<file path="src/verilog/sfw_consts.svh">
`ifndef SFW_CONSTS_SVH
`define SFW_CONSTS_SVH
`define SFW_OP_LSET  8'h06
`define SFW_OP_LCLR  8'h04
`define SFW_OP_SW1   8'h01
`define SFW_OP_SW2   8'h31
`define SFW_OP_SW3   8'h11
`define SFW_OP_PROG  8'h02
`define SFW_OP_QPROG 8'h32
`define SFW_OP_W4K   8'h20
`define SFW_OP_W32K  8'h52
`define SFW_OP_W64K  8'hd8
`define SFW_OP_WALL  8'hc7
`define SFW_OP_SLEEP 8'hb9
`define SFW_OP_WAKE  8'hab
`define SFW_OP_RSR1  8'h05
`define SFW_OP_RSR2  8'h35
`define SFW_OP_READ  8'h03
`define SFW_OP_FREAD 8'h0b
`define SFW_OP_DOUT  8'h3b
`define SFW_OP_DIO   8'hbb
`define SFW_OP_QIO   8'heb
`define SFW_SR_BUSY   0
`define SFW_SR_WEL    1
`define SFW_SR_BP_LO  2
`define SFW_SR_BP_HI  4
`define SFW_SR_BOT    5
`define SFW_SR_G4K    6
`define SFW_SR_LOCK   7
`define SFW_SR2_LOCKH 0
`define SFW_SR2_INV   6
`define SFW_W1 3'h1
`define SFW_W2 3'h2
`define SFW_W4 3'h4
`define SFW_OE_OFF 4'hf
`define SFW_OE_W1  4'hd
`define SFW_OE_W2  4'hc
`define SFW_OE_W4  4'h0
`define SFW_BYTE_CLKS 5'h08
`define SFW_ADDR_CLKS 5'h18
`define SFW_DUM_FAST  5'h08
`define SFW_DUM_DIO   5'h04
`define SFW_DUM_QIO   5'h06
`define SFW_M_PAGE 21'h0000ff
`define SFW_M_4K   21'h000fff
`define SFW_M_32K  21'h007fff
`define SFW_M_64K  21'h00ffff
`define SFW_M_ALL  21'h1fffff
`define SFW_SH_4K  5'h0c
`define SFW_SH_64K 5'h10
`define SFW_PUW_US  1000
`define SFW_CLK_MHZ 250
`endif

</file>
<file path="src/verilog/sfw_pkg.sv">
package sfw_pkg;
  typedef enum logic [2:0] {PH_IDLE, PH_CMD, PH_ADDR, PH_DUM, PH_DIN, PH_DOUT, PH_IGN} sfw_phase_e;
  typedef enum logic [2:0] {K_STATUS, K_PROG, K_W4K, K_W32K, K_W64K, K_WALL} sfw_kind_e;
  typedef struct packed {
    logic [2:0]       cs_s;
    logic [2:0]       ck_s;
    logic [2:0][3:0]  dq_s;
    logic             cs_l;
    logic             ck_l;
    sfw_phase_e       ph;
    logic [7:0]       op;
    logic [7:0]       sh;
    logic [4:0]       cnt;
    logic [2:0]       tot8;
    logic [2:0]       aw;
    logic [2:0]       dw;
    logic [4:0]       dum;
    logic             adone;
    logic             nbyte;
    logic [7:0]       sr_in;
    logic [23:0]      addr;
    logic [7:0]       ob;
    logic [3:0]       dq_o;
    logic [3:0]       oe_n;
    logic             write_enable_latch;
    logic             busy;
    logic             sleep;
    logic [2:0]       bp;
    logic             bot;
    logic             g4k;
    logic             lock;
    logic             lockh;
    logic             inv;
    logic [31:0]      puw;
    logic             puw_done;
    logic             drop;
    logic             start;
    logic             cancel;
    logic             rd_req;
    sfw_kind_e        kind;
    logic [23:0]      op_addr;
    logic             push;
    logic [7:0]       push_d;
  } sfw_state_s;
endpackage : sfw_pkg

</file>
<file path="src/verilog/sfw_top.sv">
`include "sfw_consts.svh"

////////////////////////////////////////////////////////////////////////////////
module sfw_fifo #(
  parameter int W = 8,
  parameter int D = 8
) (
  input  wire logic         i_core_clk,
  input  wire logic         i_arst_n,
  input  wire logic         i_flush,
  input  wire logic         i_valid,
  output logic              o_ready,
  input  wire logic [W-1:0] i_data,
  output logic              o_valid,
  input  wire logic         i_ready,
  output logic [W-1:0]      o_data
);
  // D must be a power of two: pointers wrap by overflow
  localparam int AW = $clog2(D);
  typedef struct packed {
    logic [D-1:0][W-1:0] mem;
    logic [AW-1:0]       wp;
    logic [AW-1:0]       rp;
    logic [AW:0]         cnt;
  } sfw_fifo_s;
  sfw_fifo_s q;
  sfw_fifo_s n;
  logic      pu;
  logic      po;

  assign o_ready = q.cnt != (AW+1)'(D);
  assign o_valid = q.cnt != '0;
  assign o_data  = q.mem[q.rp];

  always_comb begin
    n  = q;
    pu = i_valid & o_ready;
    po = o_valid & i_ready;
    if (pu) begin
      n.mem[q.wp] = i_data;
      n.wp        = q.wp + 1'b1;
    end
    if (po) begin
      n.rp = q.rp + 1'b1;
    end
    n.cnt = q.cnt + (AW+1)'(pu) - (AW+1)'(po);
    if (i_flush) begin
      n.wp  = '0;
      n.rp  = '0;
      n.cnt = '0;
    end
  end

  always_ff @(posedge i_core_clk or negedge i_arst_n) begin
    if (!i_arst_n) begin
      q <= '0;
    end else begin
      q <= n;
    end
  end
endmodule : sfw_fifo

////////////////////////////////////////////////////////////////////////////////
module sfw_top #(
  parameter int PUW_CYC = `SFW_PUW_US * `SFW_CLK_MHZ,
  parameter int FIFO_D  = 8
) (
  input  wire logic         i_core_clk,
  input  wire logic         i_arst_n,
  input  wire logic         i_sclk,
  input  wire logic         i_cs_n,
  input  wire logic [3:0]   i_dq,
  output logic [3:0]        o_dq,
  output logic [3:0]        o_dq_oe_n,
  output logic [7:0]        o_status1,
  output logic [7:0]        o_status2,
  output logic              o_active,
  output logic              o_deep_sleep,
  output logic              o_op_start,
  output logic              o_op_cancel,
  output sfw_pkg::sfw_kind_e o_op_kind,
  output logic [23:0]       o_op_addr,
  input  wire logic         i_op_done,
  output logic              o_rd_req,
  output logic [23:0]       o_rd_addr,
  input  wire logic [7:0]   i_rd_data,
  output logic              o_wr_valid,
  output logic [7:0]        o_wr_data,
  input  wire logic         i_wr_ready
);
  localparam sfw_pkg::sfw_state_s RST = '{oe_n: `SFW_OE_OFF, cs_l: 1'b1, ph: sfw_pkg::PH_IDLE,
                                          kind: sfw_pkg::K_STATUS, default: '0};
  sfw_pkg::sfw_state_s q;
  sfw_pkg::sfw_state_s n;
  logic               rise;
  logic               fall;
  logic               cs_up;
  logic               cs_dn;
  logic               rd_op;
  logic               good;
  logic               wok;
  logic               lockd;
  logic               hit;
  logic               fifo_rdy;
  logic [4:0]         lim_b;
  logic [4:0]         lim_a;
  logic [20:0]        mask;
  logic [7:0]         sr1;
  logic [7:0]         sr2;
  logic [7:0]         byt;
  sfw_pkg::sfw_kind_e kind;

  // Most significant bit first over 1, 2 or 4 lanes
  function automatic logic [23:0] shin(input logic [23:0] v, input logic [3:0] d,
                                       input logic [2:0] w);
    case (w)
      `SFW_W4: return {v[19:0], d};
      `SFW_W2: return {v[21:0], d[1:0]};
      default: return {v[22:0], d[0]};
    endcase
  endfunction : shin

  // Protected range from the level bits, complemented when inverted
  function automatic logic prot_hit(input logic [2:0] bp, input logic bot, input logic g4k,
                                    input logic inv, input logic [20:0] s,
                                    input logic [20:0] e);
    logic [4:0]  sh;
    logic [20:0] sz;
    logic [20:0] lo;
    logic [20:0] hi;
    logic        none;
    logic        all;
    logic        ovl;
    logic        ins;
    sh   = (g4k ? `SFW_SH_4K : `SFW_SH_64K) + {2'h0, (g4k && bp[2]) ? 3'h3 : bp - 3'h1};
    sz   = 21'((22'h1 << sh) - 22'h1);
    lo   = bot ? 21'h0 : ~sz;
    hi   = bot ? sz : `SFW_M_ALL;
    none = bp == 3'h0;
    all  = bp[2] & bp[1];
    ovl  = all | (~none & (s <= hi) & (e >= lo));
    ins  = all | (~none & (s >= lo) & (e <= hi));
    return inv ? ~ins : ovl;
  endfunction : prot_hit

  sfw_fifo #(
    .W (8),
    .D (FIFO_D)
  ) u_fifo (
    .i_core_clk (i_core_clk),
    .i_arst_n   (i_arst_n),
    .i_flush    (q.cancel),
    .i_valid    (q.push),
    .o_ready    (fifo_rdy),
    .i_data     (q.push_d),
    .o_valid    (o_wr_valid),
    .i_ready    (i_wr_ready),
    .o_data     (o_wr_data)
  );

  ////////////////////////////////////////////////////////////////////////////
  always_comb begin
    n        = q;
    n.start  = 1'b0;
    n.cancel = 1'b0;
    n.rd_req = 1'b0;
    n.push   = 1'b0;
    byt      = q.ob;
    n.cs_s   = {q.cs_s[1:0], i_cs_n};
    n.ck_s   = {q.ck_s[1:0], i_sclk};
    n.dq_s   = {q.dq_s[1:0], i_dq};
    // Level counts once stages two and three agree
    if (q.cs_s[2] == q.cs_s[1]) begin
      n.cs_l = q.cs_s[2];
    end
    if (q.ck_s[2] == q.ck_s[1]) begin
      n.ck_l = q.ck_s[2];
    end
    // Edges only, so the idle clock level does not matter
    rise  = n.ck_l & ~q.ck_l;
    fall  = ~n.ck_l & q.ck_l;
    cs_up = n.cs_l & ~q.cs_l;
    cs_dn = ~n.cs_l & q.cs_l;
    lim_b = `SFW_BYTE_CLKS >> (q.dw >> 1);
    lim_a = `SFW_ADDR_CLKS >> (q.aw >> 1);
    rd_op = q.op inside {`SFW_OP_READ, `SFW_OP_FREAD, `SFW_OP_DOUT, `SFW_OP_DIO, `SFW_OP_QIO};
    sr1   = 8'h0;
    sr1[`SFW_SR_BUSY] = q.busy;
    sr1[`SFW_SR_WEL]  = q.write_enable_latch;
    sr1[`SFW_SR_BP_HI:`SFW_SR_BP_LO] = q.bp;
    sr1[`SFW_SR_BOT]  = q.bot;
    sr1[`SFW_SR_G4K]  = q.g4k;
    sr1[`SFW_SR_LOCK] = q.lock;
    sr2   = 8'h0;
    sr2[`SFW_SR2_LOCKH] = q.lockh;
    sr2[`SFW_SR2_INV]   = q.inv;
    case (q.op)
      `SFW_OP_W4K: begin
        mask = `SFW_M_4K;
        kind = sfw_pkg::K_W4K;
      end
      `SFW_OP_W32K: begin
        mask = `SFW_M_32K;
        kind = sfw_pkg::K_W32K;
      end
      `SFW_OP_W64K: begin
        mask = `SFW_M_64K;
        kind = sfw_pkg::K_W64K;
      end
      `SFW_OP_WALL: begin
        mask = `SFW_M_ALL;
        kind = sfw_pkg::K_WALL;
      end
      default: begin
        mask = `SFW_M_PAGE;
        kind = sfw_pkg::K_PROG;
      end
    endcase
    hit   = prot_hit(q.bp, q.bot, q.g4k, q.inv, q.addr[20:0] & ~mask, q.addr[20:0] | mask);
    good  = (q.tot8 == 3'h0) & q.puw_done & ~q.busy & ~q.sleep;
    wok   = good & q.write_enable_latch;
    lockd = q.lockh | (q.lock & ~q.dq_s[2][2]);

    if (!q.puw_done) begin
      n.puw      = q.puw + 32'h1;
      n.puw_done = q.puw == 32'(PUW_CYC - 1);
    end
    if (q.busy && i_op_done) begin
      n.busy = 1'b0;
      n.write_enable_latch  = 1'b0;
    end
    // Overflow spoils the page; program is cancelled at deselect
    if (q.push && !fifo_rdy) begin
      n.drop = 1'b1;
    end

    if (cs_dn) begin
      n.ph    = sfw_pkg::PH_CMD;
      n.cnt   = 5'h0;
      n.tot8  = 3'h0;
      n.adone = 1'b0;
      n.nbyte = 1'b0;
      n.drop  = 1'b0;
      n.aw    = `SFW_W1;
      n.dw    = `SFW_W1;
    end else if (rise && !q.cs_l) begin
      n.cnt  = q.cnt + 5'h1;
      n.tot8 = q.tot8 + 3'h1;
      case (q.ph)
        sfw_pkg::PH_CMD: begin
          n.sh = 8'(shin({16'h0, q.sh}, q.dq_s[2], `SFW_W1));
          if (q.cnt == `SFW_BYTE_CLKS - 5'h1) begin
            n.op  = n.sh;
            n.cnt = 5'h0;
            n.ph  = sfw_pkg::PH_ADDR;
            n.aw  = `SFW_W1;
            n.dw  = `SFW_W1;
            n.dum = 5'h0;
            case (n.sh)
              `SFW_OP_FREAD: n.dum = `SFW_DUM_FAST;
              `SFW_OP_DOUT: begin
                n.dw  = `SFW_W2;
                n.dum = `SFW_DUM_FAST;
              end
              `SFW_OP_DIO: begin
                n.aw  = `SFW_W2;
                n.dw  = `SFW_W2;
                n.dum = `SFW_DUM_DIO;
              end
              `SFW_OP_QIO: begin
                n.aw  = `SFW_W4;
                n.dw  = `SFW_W4;
                n.dum = `SFW_DUM_QIO;
              end
              `SFW_OP_QPROG: n.dw = `SFW_W4;
              `SFW_OP_READ, `SFW_OP_PROG, `SFW_OP_W4K, `SFW_OP_W32K, `SFW_OP_W64K: ;
              `SFW_OP_SW1, `SFW_OP_SW2, `SFW_OP_SW3: n.ph = sfw_pkg::PH_DIN;
              `SFW_OP_RSR1, `SFW_OP_RSR2: n.ph = sfw_pkg::PH_DOUT;
              default: n.ph = sfw_pkg::PH_IGN;
            endcase
            if (q.sleep) begin
              n.ph = sfw_pkg::PH_IGN;
            end
          end
        end
        sfw_pkg::PH_ADDR: begin
          n.addr = shin(q.addr, q.dq_s[2], q.aw);
          if (q.cnt == lim_a - 5'h1) begin
            n.cnt    = 5'h0;
            n.adone  = 1'b1;
            n.ph     = (q.dum != 5'h0) ? sfw_pkg::PH_DUM :
                       rd_op ? sfw_pkg::PH_DOUT : sfw_pkg::PH_DIN;
            n.rd_req = rd_op & (q.dum == 5'h0);
          end
        end
        sfw_pkg::PH_DUM: begin
          if (q.cnt == q.dum - 5'h1) begin
            n.cnt    = 5'h0;
            n.ph     = sfw_pkg::PH_DOUT;
            n.rd_req = 1'b1;
          end
        end
        sfw_pkg::PH_DIN: begin
          n.sh = 8'(shin({16'h0, q.sh}, q.dq_s[2], q.dw));
          if (q.cnt == lim_b - 5'h1) begin
            n.cnt   = 5'h0;
            n.nbyte = 1'b1;
            if (!q.nbyte) begin
              n.sr_in = n.sh;
            end
            if (q.op == `SFW_OP_PROG || q.op == `SFW_OP_QPROG) begin
              n.push   = 1'b1;
              n.push_d = n.sh;
            end
          end
        end
        sfw_pkg::PH_DOUT: begin
          if (q.cnt == lim_b - 5'h1) begin
            n.cnt    = 5'h0;
            n.addr   = q.addr + 24'h1;
            n.rd_req = rd_op;
          end
        end
        default: ;
      endcase
    end else if (fall && !q.cs_l && q.ph == sfw_pkg::PH_DOUT) begin
      if (q.cnt == 5'h0) begin
        byt = rd_op ? i_rd_data : (q.op == `SFW_OP_RSR2) ? sr2 : sr1;
      end
      case (q.dw)
        `SFW_W4: begin
          n.dq_o = byt[7:4];
          n.ob   = {byt[3:0], 4'h0};
          n.oe_n = `SFW_OE_W4;
        end
        `SFW_W2: begin
          n.dq_o = {2'h0, byt[7:6]};
          n.ob   = {byt[5:0], 2'h0};
          n.oe_n = `SFW_OE_W2;
        end
        default: begin
          n.dq_o = {2'h0, byt[7], 1'b0};
          n.ob   = {byt[6:0], 1'b0};
          n.oe_n = `SFW_OE_W1;
        end
      endcase
    end

    // Instructions act only once select rises after the last bit
    if (cs_up && q.ph != sfw_pkg::PH_IDLE) begin
      n.ph   = sfw_pkg::PH_IDLE;
      n.oe_n = `SFW_OE_OFF;
      case (q.op)
        `SFW_OP_LSET: if (good) n.write_enable_latch = 1'b1;
        `SFW_OP_LCLR: if (good) n.write_enable_latch = 1'b0;
        `SFW_OP_SW1, `SFW_OP_SW2, `SFW_OP_SW3: begin
          if (wok && q.nbyte && !lockd) begin
            n.busy  = 1'b1;
            n.start = 1'b1;
            n.kind  = sfw_pkg::K_STATUS;
            if (q.op == `SFW_OP_SW1) begin
              n.bp   = q.sr_in[`SFW_SR_BP_HI:`SFW_SR_BP_LO];
              n.bot  = q.sr_in[`SFW_SR_BOT];
              n.g4k  = q.sr_in[`SFW_SR_G4K];
              n.lock = q.sr_in[`SFW_SR_LOCK];
            end else if (q.op == `SFW_OP_SW2) begin
              n.lockh = q.sr_in[`SFW_SR2_LOCKH];
              n.inv   = q.sr_in[`SFW_SR2_INV];
            end
          end
        end
        `SFW_OP_PROG, `SFW_OP_QPROG: begin
          if (wok && q.nbyte && !q.drop && !hit) begin
            n.busy    = 1'b1;
            n.start   = 1'b1;
            n.kind    = kind;
            n.op_addr = q.addr;
          end else begin
            n.cancel = 1'b1;
          end
        end
        `SFW_OP_W4K, `SFW_OP_W32K, `SFW_OP_W64K, `SFW_OP_WALL: begin
          if (wok && (q.adone || q.op == `SFW_OP_WALL) && !hit) begin
            n.busy    = 1'b1;
            n.start   = 1'b1;
            n.kind    = kind;
            n.op_addr = q.addr;
          end
        end
        `SFW_OP_SLEEP: if (good) n.sleep = 1'b1;
        `SFW_OP_WAKE: n.sleep = 1'b0;
        default: ;
      endcase
    end
  end

  always_ff @(posedge i_core_clk or negedge i_arst_n) begin
    if (!i_arst_n) begin
      q <= RST;
    end else begin
      q <= n;
    end
  end

  assign o_dq         = q.dq_o;
  assign o_dq_oe_n    = q.oe_n;
  assign o_status1    = sr1;
  assign o_status2    = sr2;
  assign o_active     = ~q.cs_l | q.busy;
  assign o_deep_sleep = q.sleep;
  assign o_op_start   = q.start;
  assign o_op_cancel  = q.cancel;
  assign o_op_kind    = q.kind;
  assign o_op_addr    = q.op_addr;
  assign o_rd_req     = q.rd_req;
  assign o_rd_addr    = q.addr;
endmodule : sfw_top

</file>
<file path="config.mk">
export PLATFORM = sky130hd
export DESIGN_NAME = sfw_top
export DESIGN_NICKNAME = d
export VERILOG_FILES = /design/src/verilog/sfw_pkg.sv /design/src/verilog/sfw_top.sv
export VERILOG_INCLUDE_DIRS = /design/src /design/src/verilog
export SDC_FILE = /design/constraint.sdc
export NUM_CORES = 1
export LEC_CHECK = 0
export BUFFER_PORTS_ARGS = -buffer_cell sky130_fd_sc_hd__buf_4
export CORE_ASPECT_RATIO = 0.7
export CORE_MARGIN = 2
export CORE_UTILIZATION = 56
export DETAILED_ROUTE_END_ITERATION = 10
export GPL_TIMING_DRIVEN = 0
export PLACE_DENSITY_LB_ADDON = 0.2
export SLEW_MARGIN = 40
export SYNTH_ARGS = -nofsm -noshare
export SYNTH_HDL_FRONTEND = slang
export SYNTH_SLANG_ARGS = --single-unit
</file>
<file path="constraint.sdc">
create_clock -name i_core_clk -period 4.65 [get_ports i_core_clk]
set_clock_uncertainty 0.2 [all_clocks]
set_input_delay 0.2325 -clock i_core_clk [delete_from_list [all_inputs] [get_ports i_core_clk]]
set_output_delay 0.2325 -clock i_core_clk [all_outputs]
set_load 0.03 [all_outputs]
</file>
## Yosys cells after proc, flatten, opt, wreduce, memory -nomap -nowiden

Index checks and enable logic that the tools add are counted.

- Bits in registers: 266
- Bits of input ports: 18

- $add $sub $neg: 14
- $lt $le $gt $ge: 7
- Equality and inequality tests: 61
- Shift operators: 3
- Multiplexer cells: 103
- Bitwise operators: 38
- Reduce and logical (&&, ||, !) cells: 73

Operators with widths:

| kind | number |
|---|---|
| $pmux 24 s2 | 3 |
| $mux 8 | 12 |
| $pmux 21 s4 | 1 |
| $eq 8x6->1 const B | 10 |
| $eq 8x8->1 const B | 9 |
| $mux 72 | 1 |
| $bwmux 64 | 1 |
| $mux 9 | 7 |
| $mux 27 | 2 |
| $ge 21x21->1 | 2 |
| $le 21x21->1 | 2 |
| $mux 21 | 2 |
| $not 21->21 | 2 |
| $mux 11 | 3 |
| $add 32x1->32 const B | 1 |
| $eq 32x18->1 const B | 1 |
| $eq 8x2->1 const B | 4 |
| $pmux 16 s2 | 1 |
| $pmux 8 s2 | 2 |
| $mux 3 | 10 |
| $reduce_bool 2->1 | 15 |
| $pmux 3 s3 | 3 |
| $mux 1 | 25 |
| $mux 5 | 5 |
| other kinds (63) | 175 |

## Logic depth before layout (Yosys ltp)

- Depth after elaboration: 18
- Depth in mapped cells: 23
- Mapped depth without buffers: 21

## Hierarchy

A second synthesis with hierarchy kept.

- Cells, all modules: 1568
- Area total of the unflattened synthesis: 15514.9 um2

By module, submodules not included:

| module | instances | cells each | area each (um2) | seq. area each (um2) |
|---|---|---|---|---|
| sfw_top | 1 | 1333 | 11921.4 | 4659.5 |
| sfw_fifo | 1 | 235 | 3593.4 | 1851.8 |

## Worst setup path after synthesis

Ideal clock, no wire load.

- Path type: register to register
- Start point: register q, in the netlist o_status1[2]
- End point: register q, in the netlist o_op_addr[10]
- Data arrival time: 4.354 ns
- Required time: 4.325 ns
- Path slack: -0.029 ns
- Stages on the path, launching flop included: 23
- Clock period less this slack: 4.679 ns
- Cell sequence: dfrtp_1 -> clkinv_1 -> ha_1 -> nor3_1 -> a21oi_1 -> ha_1 -> clkbuf_1 -> nand2_1 -> and3_1 -> a21oi_1 -> nor2_1 -> a31oi_1 -> nand2_1 -> ha_1 -> a21o_1 -> a21o_1 -> a21oi_1 -> nor2_1 -> o41ai_1 -> a21oi_2 -> o211ai_4 -> buf_12 -> mux2_4

- Cells in the longest elaborated chain, start to end: 17
- Elaborated cells between the ends (all ways): 28
- Those cells by class: add/sub (3); order compare (4); eq/ne (2); shift (1); mux (4); bitwise (9); reduce/logical (5)

Ends and longest elaborated chain:

| item | line | RTL |
|---|---|---|
| from (decl) | sfw_top.sv:93 | `sfw_pkg::sfw_state_s q;` |
| from (signal assigned) | sfw_top.sv:401 | `q <= n;` |
| $sub 3x1->3 | sfw_top.sv:135 | `` sh = (g4k ? `SFW_SH_4K : `SFW_SH_64K) + {2'h0, (g4k && bp[2]) ? 3'h3 : bp - 3'h1}; `` |
| $mux 3 | sfw_top.sv:135 |  |
| $add 5x3->5 | sfw_top.sv:135 |  |
| $shl 1x5->21 | sfw_top.sv:136 | `sz = 21'((22'h1 << sh) - 22'h1);` |
| $sub 21x1->21 | sfw_top.sv:136 |  |
| $not 21->21 | sfw_top.sv:137 | `lo = bot ? 21'h0 : ~sz;` |
| $mux 21 | sfw_top.sv:137 |  |
| $ge 21x21->1 | sfw_top.sv:142 | `ins = all \| (~none & (s >= lo) & (e <= hi));` |
| $and 1x1->1 (2 in series) | sfw_top.sv:142 |  |
| $or 1x1->1 | sfw_top.sv:142 |  |
| $not 1->1 | sfw_top.sv:143 | `return inv ? ~ins : ovl;` |
| $mux 1 (*) | sfw_top.sv:143 |  |
| $logic_not 1->1 (*) | sfw_top.sv:373, sfw_top.sv:383 |  |
| $logic_and 1x1->1 (on tied branches) | sfw_top.sv:383, sfw_top.sv:373 |  |
| $ne 2x2->1 (no source line) | -- |  |
| $reduce_and 4->1 (no source line) (*) | -- |  |

Mark *: on every way between the ends. The rest lies on a longest branch, timed or not.
A chain may end at the register's enable or synchronous reset.

## Worst setup path after layout

- Start point: register q, in the netlist o_status1[2]
- End point: register q, in the netlist o_op_addr[15]

The elaborated chain is that of the path after synthesis.

==> impl_metrics.prom <==
# TYPE chip_impl_metric gauge
chip_impl_metric{name="gpl.final_weighted_congestion",unit=""} 0.959
chip_impl_metric{name="hpwl",unit="um"} 29200
chip_impl_metric{name="routed_wire_per_std_cell",unit="um"} 19.3
chip_impl_metric{name="fp-row-count",unit=""} 50
chip_impl_metric{name="least_margin_pin_slew",unit="ns"} 0.861
chip_impl_info{name="cp-start-kind",value="flip-flop"} 1
chip_impl_info{name="most_common_cell_in_the_netlist",value="sky130_fd_sc_hd__dfrtp_1"} 1
chip_impl_metric{name="placed_area",unit="um^2"} 16800
chip_impl_metric{name="diodes",unit=""} 0
chip_impl_info{name="crit_path_end_kind",value="flip-flop"} 1
chip_impl_metric{name="post_route_clock_period_utilization",unit="%"} 99.6
chip_impl_metric{name="via_density_per_instance",unit=""} 6.00
chip_impl_metric{name="worst_ep_arrival_time",unit="ns"} 4.86
chip_impl_metric{name="drt_iter0_drc",unit=""} 1490
chip_impl_metric{name="core_ar",unit="um^2"} 27000
chip_impl_info{name="tritoncts",value="yes"} 1
chip_impl_metric{name="maxClockFrequency",unit="MHz"} 216
chip_impl_metric{name="synth_fa_ha_area_share",unit="%"} 5.62
chip_impl_metric{name="r2r.worst_path.cells",unit=""} 20
chip_impl_metric{name="layout-drive-gt1-share",unit="%"} 25.8
chip_impl_metric{name="global_route_wire_length_before_repair",unit="um"} 64200
chip_impl_metric{name="ctsLongestPathBuffers",unit=""} 3
chip_impl_metric{name="floorplan.die.height",unit="um"} 143
chip_impl_metric{name="initial_utilization",unit="%"} 57.4
chip_impl_info{name="yosysTopAreaCell",value="sky130_fd_sc_hd__dfrtp_1"} 1
chip_impl_metric{name="ioPinCount",unit=""} 107
chip_impl_metric{name="required_arrival_time_at_the_worst_endpoint",unit="ns"} 4.88
chip_impl_metric{name="gr-usage-all-layers",unit="%"} 27.8
chip_impl_metric{name="synth_seq_cells",unit=""} 260
chip_impl_metric{name="vdd.ir_drop.worst",unit="uV"} 302
chip_impl_metric{name="tritoncts_buffer_count",unit=""} 27
chip_impl_metric{name="die_footprint",unit="um^2"} 29000
chip_impl_metric{name="synth.yosys.seq_area_share",unit="%"} 42.1
chip_impl_metric{name="drt_pre_antenna_iters",unit=""} 6
chip_impl_metric{name="insertion_delay",unit="ns"} 0.55
chip_impl_info{name="largest_family_of_logic_cells_by_synthesized_area",value="simple AND/OR/NAND/NOR gates"} 1
chip_impl_info{name="crit_type",value="reg2reg"} 1
chip_impl_metric{name="ant_nets",unit=""} 0
chip_impl_metric{name="dieWidth",unit="um"} 203
chip_impl_metric{name="setup-violations-final",unit=""} 0
chip_impl_info{name="yosys-top-cells-count",value="256 x sky130_fd_sc_hd__dfrtp_1, 163 x sky130_fd_sc_hd__nand2_1, 118 x sky130_fd_sc_hd__nor2_1"} 1
chip_impl_metric{name="htreeDepth",unit=""} 1
chip_impl_metric{name="timing_hold_violations_final",unit=""} 0
chip_impl_metric{name="power-per-cell-area",unit="nW/um^2"} 269
chip_impl_metric{name="routed_wire_length",unit="um"} 41000
chip_impl_metric{name="tns",unit="ns"} 0
chip_impl_metric{name="nNetsFinal",unit=""} 1820
chip_impl_info{name="synth_top_flop_cell",value="sky130_fd_sc_hd__dfrtp_1"} 1
chip_impl_metric{name="synthDominantCellAreaShare",unit="%"} 41.4
chip_impl_metric{name="drc",unit=""} 0
chip_impl_info{name="status",value="complete, no violations"} 1
chip_impl_metric{name="post_synth_instance_area",unit="um^2"} 15500
chip_impl_metric{name="area_delta_synth_final",unit="%"} 18.8
chip_impl_metric{name="max-slew-margin-rel",unit="%"} 42.1
chip_impl_metric{name="grt_antenna_before_repair",unit=""} 0
chip_impl_metric{name="critical_path_fanouts_max",unit=""} 10
chip_impl_metric{name="grt_max_degree",unit=""} 74
chip_impl_metric{name="synth_compound_area_share",unit="%"} 14.4
chip_impl_metric{name="power_leakage",unit="nW"} 8.65
chip_impl_metric{name="synthDistinctLibCells",unit=""} 90
chip_impl_metric{name="syn_avg_cell_area",unit="um^2"} 9.88
chip_impl_metric{name="period_minus_slack",unit="ns"} 4.63
chip_impl_info{name="clockRootBuffer",value="sky130_fd_sc_hd__clkbuf_16"} 1
chip_impl_metric{name="synth_mux_area_share",unit="%"} 11.2
chip_impl_metric{name="netlist_instances",unit=""} 1566
chip_impl_metric{name="synth_enable_flop_cells",unit=""} 0
chip_impl_metric{name="number_of_synthesis_warnings",unit=""} 0
chip_impl_info{name="synth.area.top_cells",value="sky130_fd_sc_hd__dfrtp_1 41%, sky130_fd_sc_hd__mux2_2 6.3%, sky130_fd_sc_hd__ha_1 5.4%"} 1
chip_impl_metric{name="max-cap-violations",unit=""} 0
chip_impl_metric{name="place.port_buffers",unit=""} 100
chip_impl_metric{name="grt_pass1_vias",unit=""} 11800
chip_impl_metric{name="synth_async_sr_flop_share",unit="%"} 100
chip_impl_metric{name="synth_xor_xnor_area_share",unit="%"} 2.83
chip_impl_metric{name="globalRoute.totalOverflow",unit=""} 0
chip_impl_metric{name="finalMaxSlewViolations",unit=""} 0
chip_impl_metric{name="design_area",unit="um^2"} 18400
chip_impl_metric{name="post_synth_and_or_nand_nor_area_fraction",unit="%"} 16.8
chip_impl_metric{name="cts.sink_count",unit=""} 260
chip_impl_metric{name="clkTransAtPathRegs",unit="ns"} 0.07
chip_impl_metric{name="postLayoutCoreUtil",unit="%"} 68.2
chip_impl_info{name="holdCritPathClass",value="in2async"} 1
chip_impl_metric{name="overall_power",unit="mW"} 4.94
chip_impl_metric{name="fillCellCount",unit=""} 2081
chip_impl_metric{name="detailroute.via_count",unit=""} 12700
[sequential cells by signal (all words and copies together), names as in the netlist]
signal	count
o_deep_sleep	1
o_dq_oe_n	3
o_op_cancel	1
n	12
o_op_start	1
o_status2	2
q	102
o_rd_addr	24
o_op_addr	24
u_fifo.q	74
o_op_kind	3
o_status1	8
o_dq	4
o_rd_req	1
[worst max-delay path, stage by stage, from the launching register on]
cell                        delay, ns
sky130_fd_sc_hd__dfrtp_2         0.43
sky130_fd_sc_hd__clkinv_4        0.09
sky130_fd_sc_hd__ha_4            0.19
sky130_fd_sc_hd__nor3_4          0.19
sky130_fd_sc_hd__a21oi_4         0.08
sky130_fd_sc_hd__ha_4            0.24
sky130_fd_sc_hd__nor2b_1         0.10
sky130_fd_sc_hd__buf_4           0.14
sky130_fd_sc_hd__buf_4           0.11
sky130_fd_sc_hd__o32ai_1         0.07
sky130_fd_sc_hd__a32oi_1         0.27
sky130_fd_sc_hd__nand2_1         0.18
sky130_fd_sc_hd__ha_4            0.33
sky130_fd_sc_hd__nand4_1         0.19
sky130_fd_sc_hd__a2111oi_4       0.38
sky130_fd_sc_hd__o211ai_1        0.18
sky130_fd_sc_hd__a22o_4          0.30
sky130_fd_sc_hd__o211ai_4        0.20
sky130_fd_sc_hd__buf_12          0.15
sky130_fd_sc_hd__buf_12          0.14
sky130_fd_sc_hd__mux2_4          0.30
[worst paths after layout]
kind                                     startpoint                         to  slack [ns]
setup / recovery           o_status1[2]$_DFFE_PN0P_  o_op_addr[15]$_DFFE_PN0P_        0.02
hold / removal                             i_arst_n   o_dq_oe_n[2]$_DFFE_PN1P_        0.04
setup reg to reg           o_status1[2]$_DFFE_PN0P_  o_op_addr[15]$_DFFE_PN0P_        0.02
hold reg to reg                    n[182]$_DFF_PN0_           q[182]$_DFF_PN0_        0.15
max in group asynchronous                  i_arst_n           q[173]$_DFF_PN1_        3.52
min in group i_core_clk                i_rd_data[0]          q[93]$_DFFE_PN0P_        0.05
[per-layer routing]
metal	part of all wire (%)	global-route usage (%)	wire [um]
met2	43	40.6	17700
met3	8.9	5.41	3660
met4	2.0	5.95	807
met1	46	42.9	18800
met5	0	0	0
[placed cells by master, fill, tap and decap left out, types with 8 or more instances in the layout]
master and count:
sky130_fd_sc_hd__or3_1 10, sky130_fd_sc_hd__a21o_1 9, sky130_fd_sc_hd__conb_1 8, sky130_fd_sc_hd__nor4_1 8
sky130_fd_sc_hd__nor3_1 19, sky130_fd_sc_hd__a21oi_1 92, sky130_fd_sc_hd__o211ai_1 8, sky130_fd_sc_hd__nand4_1 25
sky130_fd_sc_hd__buf_4 192, sky130_fd_sc_hd__inv_1 39, sky130_fd_sc_hd__o21a_1 11, sky130_fd_sc_hd__xnor2_1 35
sky130_fd_sc_hd__mux2i_1 9, sky130_fd_sc_hd__mux2_2 86, sky130_fd_sc_hd__nand3_1 39, sky130_fd_sc_hd__clkbuf_16 27
sky130_fd_sc_hd__nor2_1 115, sky130_fd_sc_hd__o21ai_0 65, sky130_fd_sc_hd__and3_1 11, sky130_fd_sc_hd__mux2_4 21
sky130_fd_sc_hd__and2_1 22, sky130_fd_sc_hd__a31oi_1 9, sky130_fd_sc_hd__clkbuf_1 79, sky130_fd_sc_hd__dfrtp_1 253
sky130_fd_sc_hd__mux4_2 16, sky130_fd_sc_hd__ha_4 10, sky130_fd_sc_hd__a221oi_1 15, sky130_fd_sc_hd__dlygate4sd3_1 9
sky130_fd_sc_hd__o22a_1 17, sky130_fd_sc_hd__ha_1 55, sky130_fd_sc_hd__nand2_1 160, sky130_fd_sc_hd__nor2b_1 18
sky130_fd_sc_hd__nand2b_1 26, sky130_fd_sc_hd__xor2_1 15, sky130_fd_sc_hd__a22o_1 12
[metrics by stage]
stage,hold WS [ns],worst slack (ns),std cells
3_5_place_dp,-0.0958,-1.18,2040
3_3_place_gp,0.133,-1.11,2036
2_1_floorplan,-0.263,0.0289,1572
5_1_grt,0.0309,-0.121,2119
6_report,0.0400,0.0198,2119
4_1_cts,0.0261,0.0125,2118
[final cells by class]
class / instances / area (um^2) / share of cell area [%]
Buffer: 158 / 905 / 4.92
Clock buffer: 39 / 771 / 4.19
Clock inverter: 11 / 113 / 0.613
Inverter: 43 / 166 / 0.906
Multi-Input combinational cell: 1109 / 8300 / 45.2
Sequential cell: 260 / 6520 / 35.5
Tap cell: 364 / 455 / 2.48
Timing Repair Buffer: 135 / 1150 / 6.28
[timing repair]
item,CTS,global route
buffers inserted,18,4
pin swaps,15,28
hold endpoints to repair,175,0
hold buffers,10,0
endpoints found under the setup margin,30,29
resized for setup,45,46
cloned,1,0
[power by group]
group	switching, mW	internal, mW	leakage (nW)
clock network	0.920	1.26	0.442
registers	0.0339	2.31	3.50
logic	0.257	0.156	4.70
[cell families after synthesis]
family,after synthesis
other,2
and+or+nand+nor,521
xor gates and xnor gates,50
muxes,132
DFF,260
AOI/OAI and AO/OA,329
buffers and inverters,203
adders and majority gates,69
Note: power is estimated with default switching activity, not from simulation.
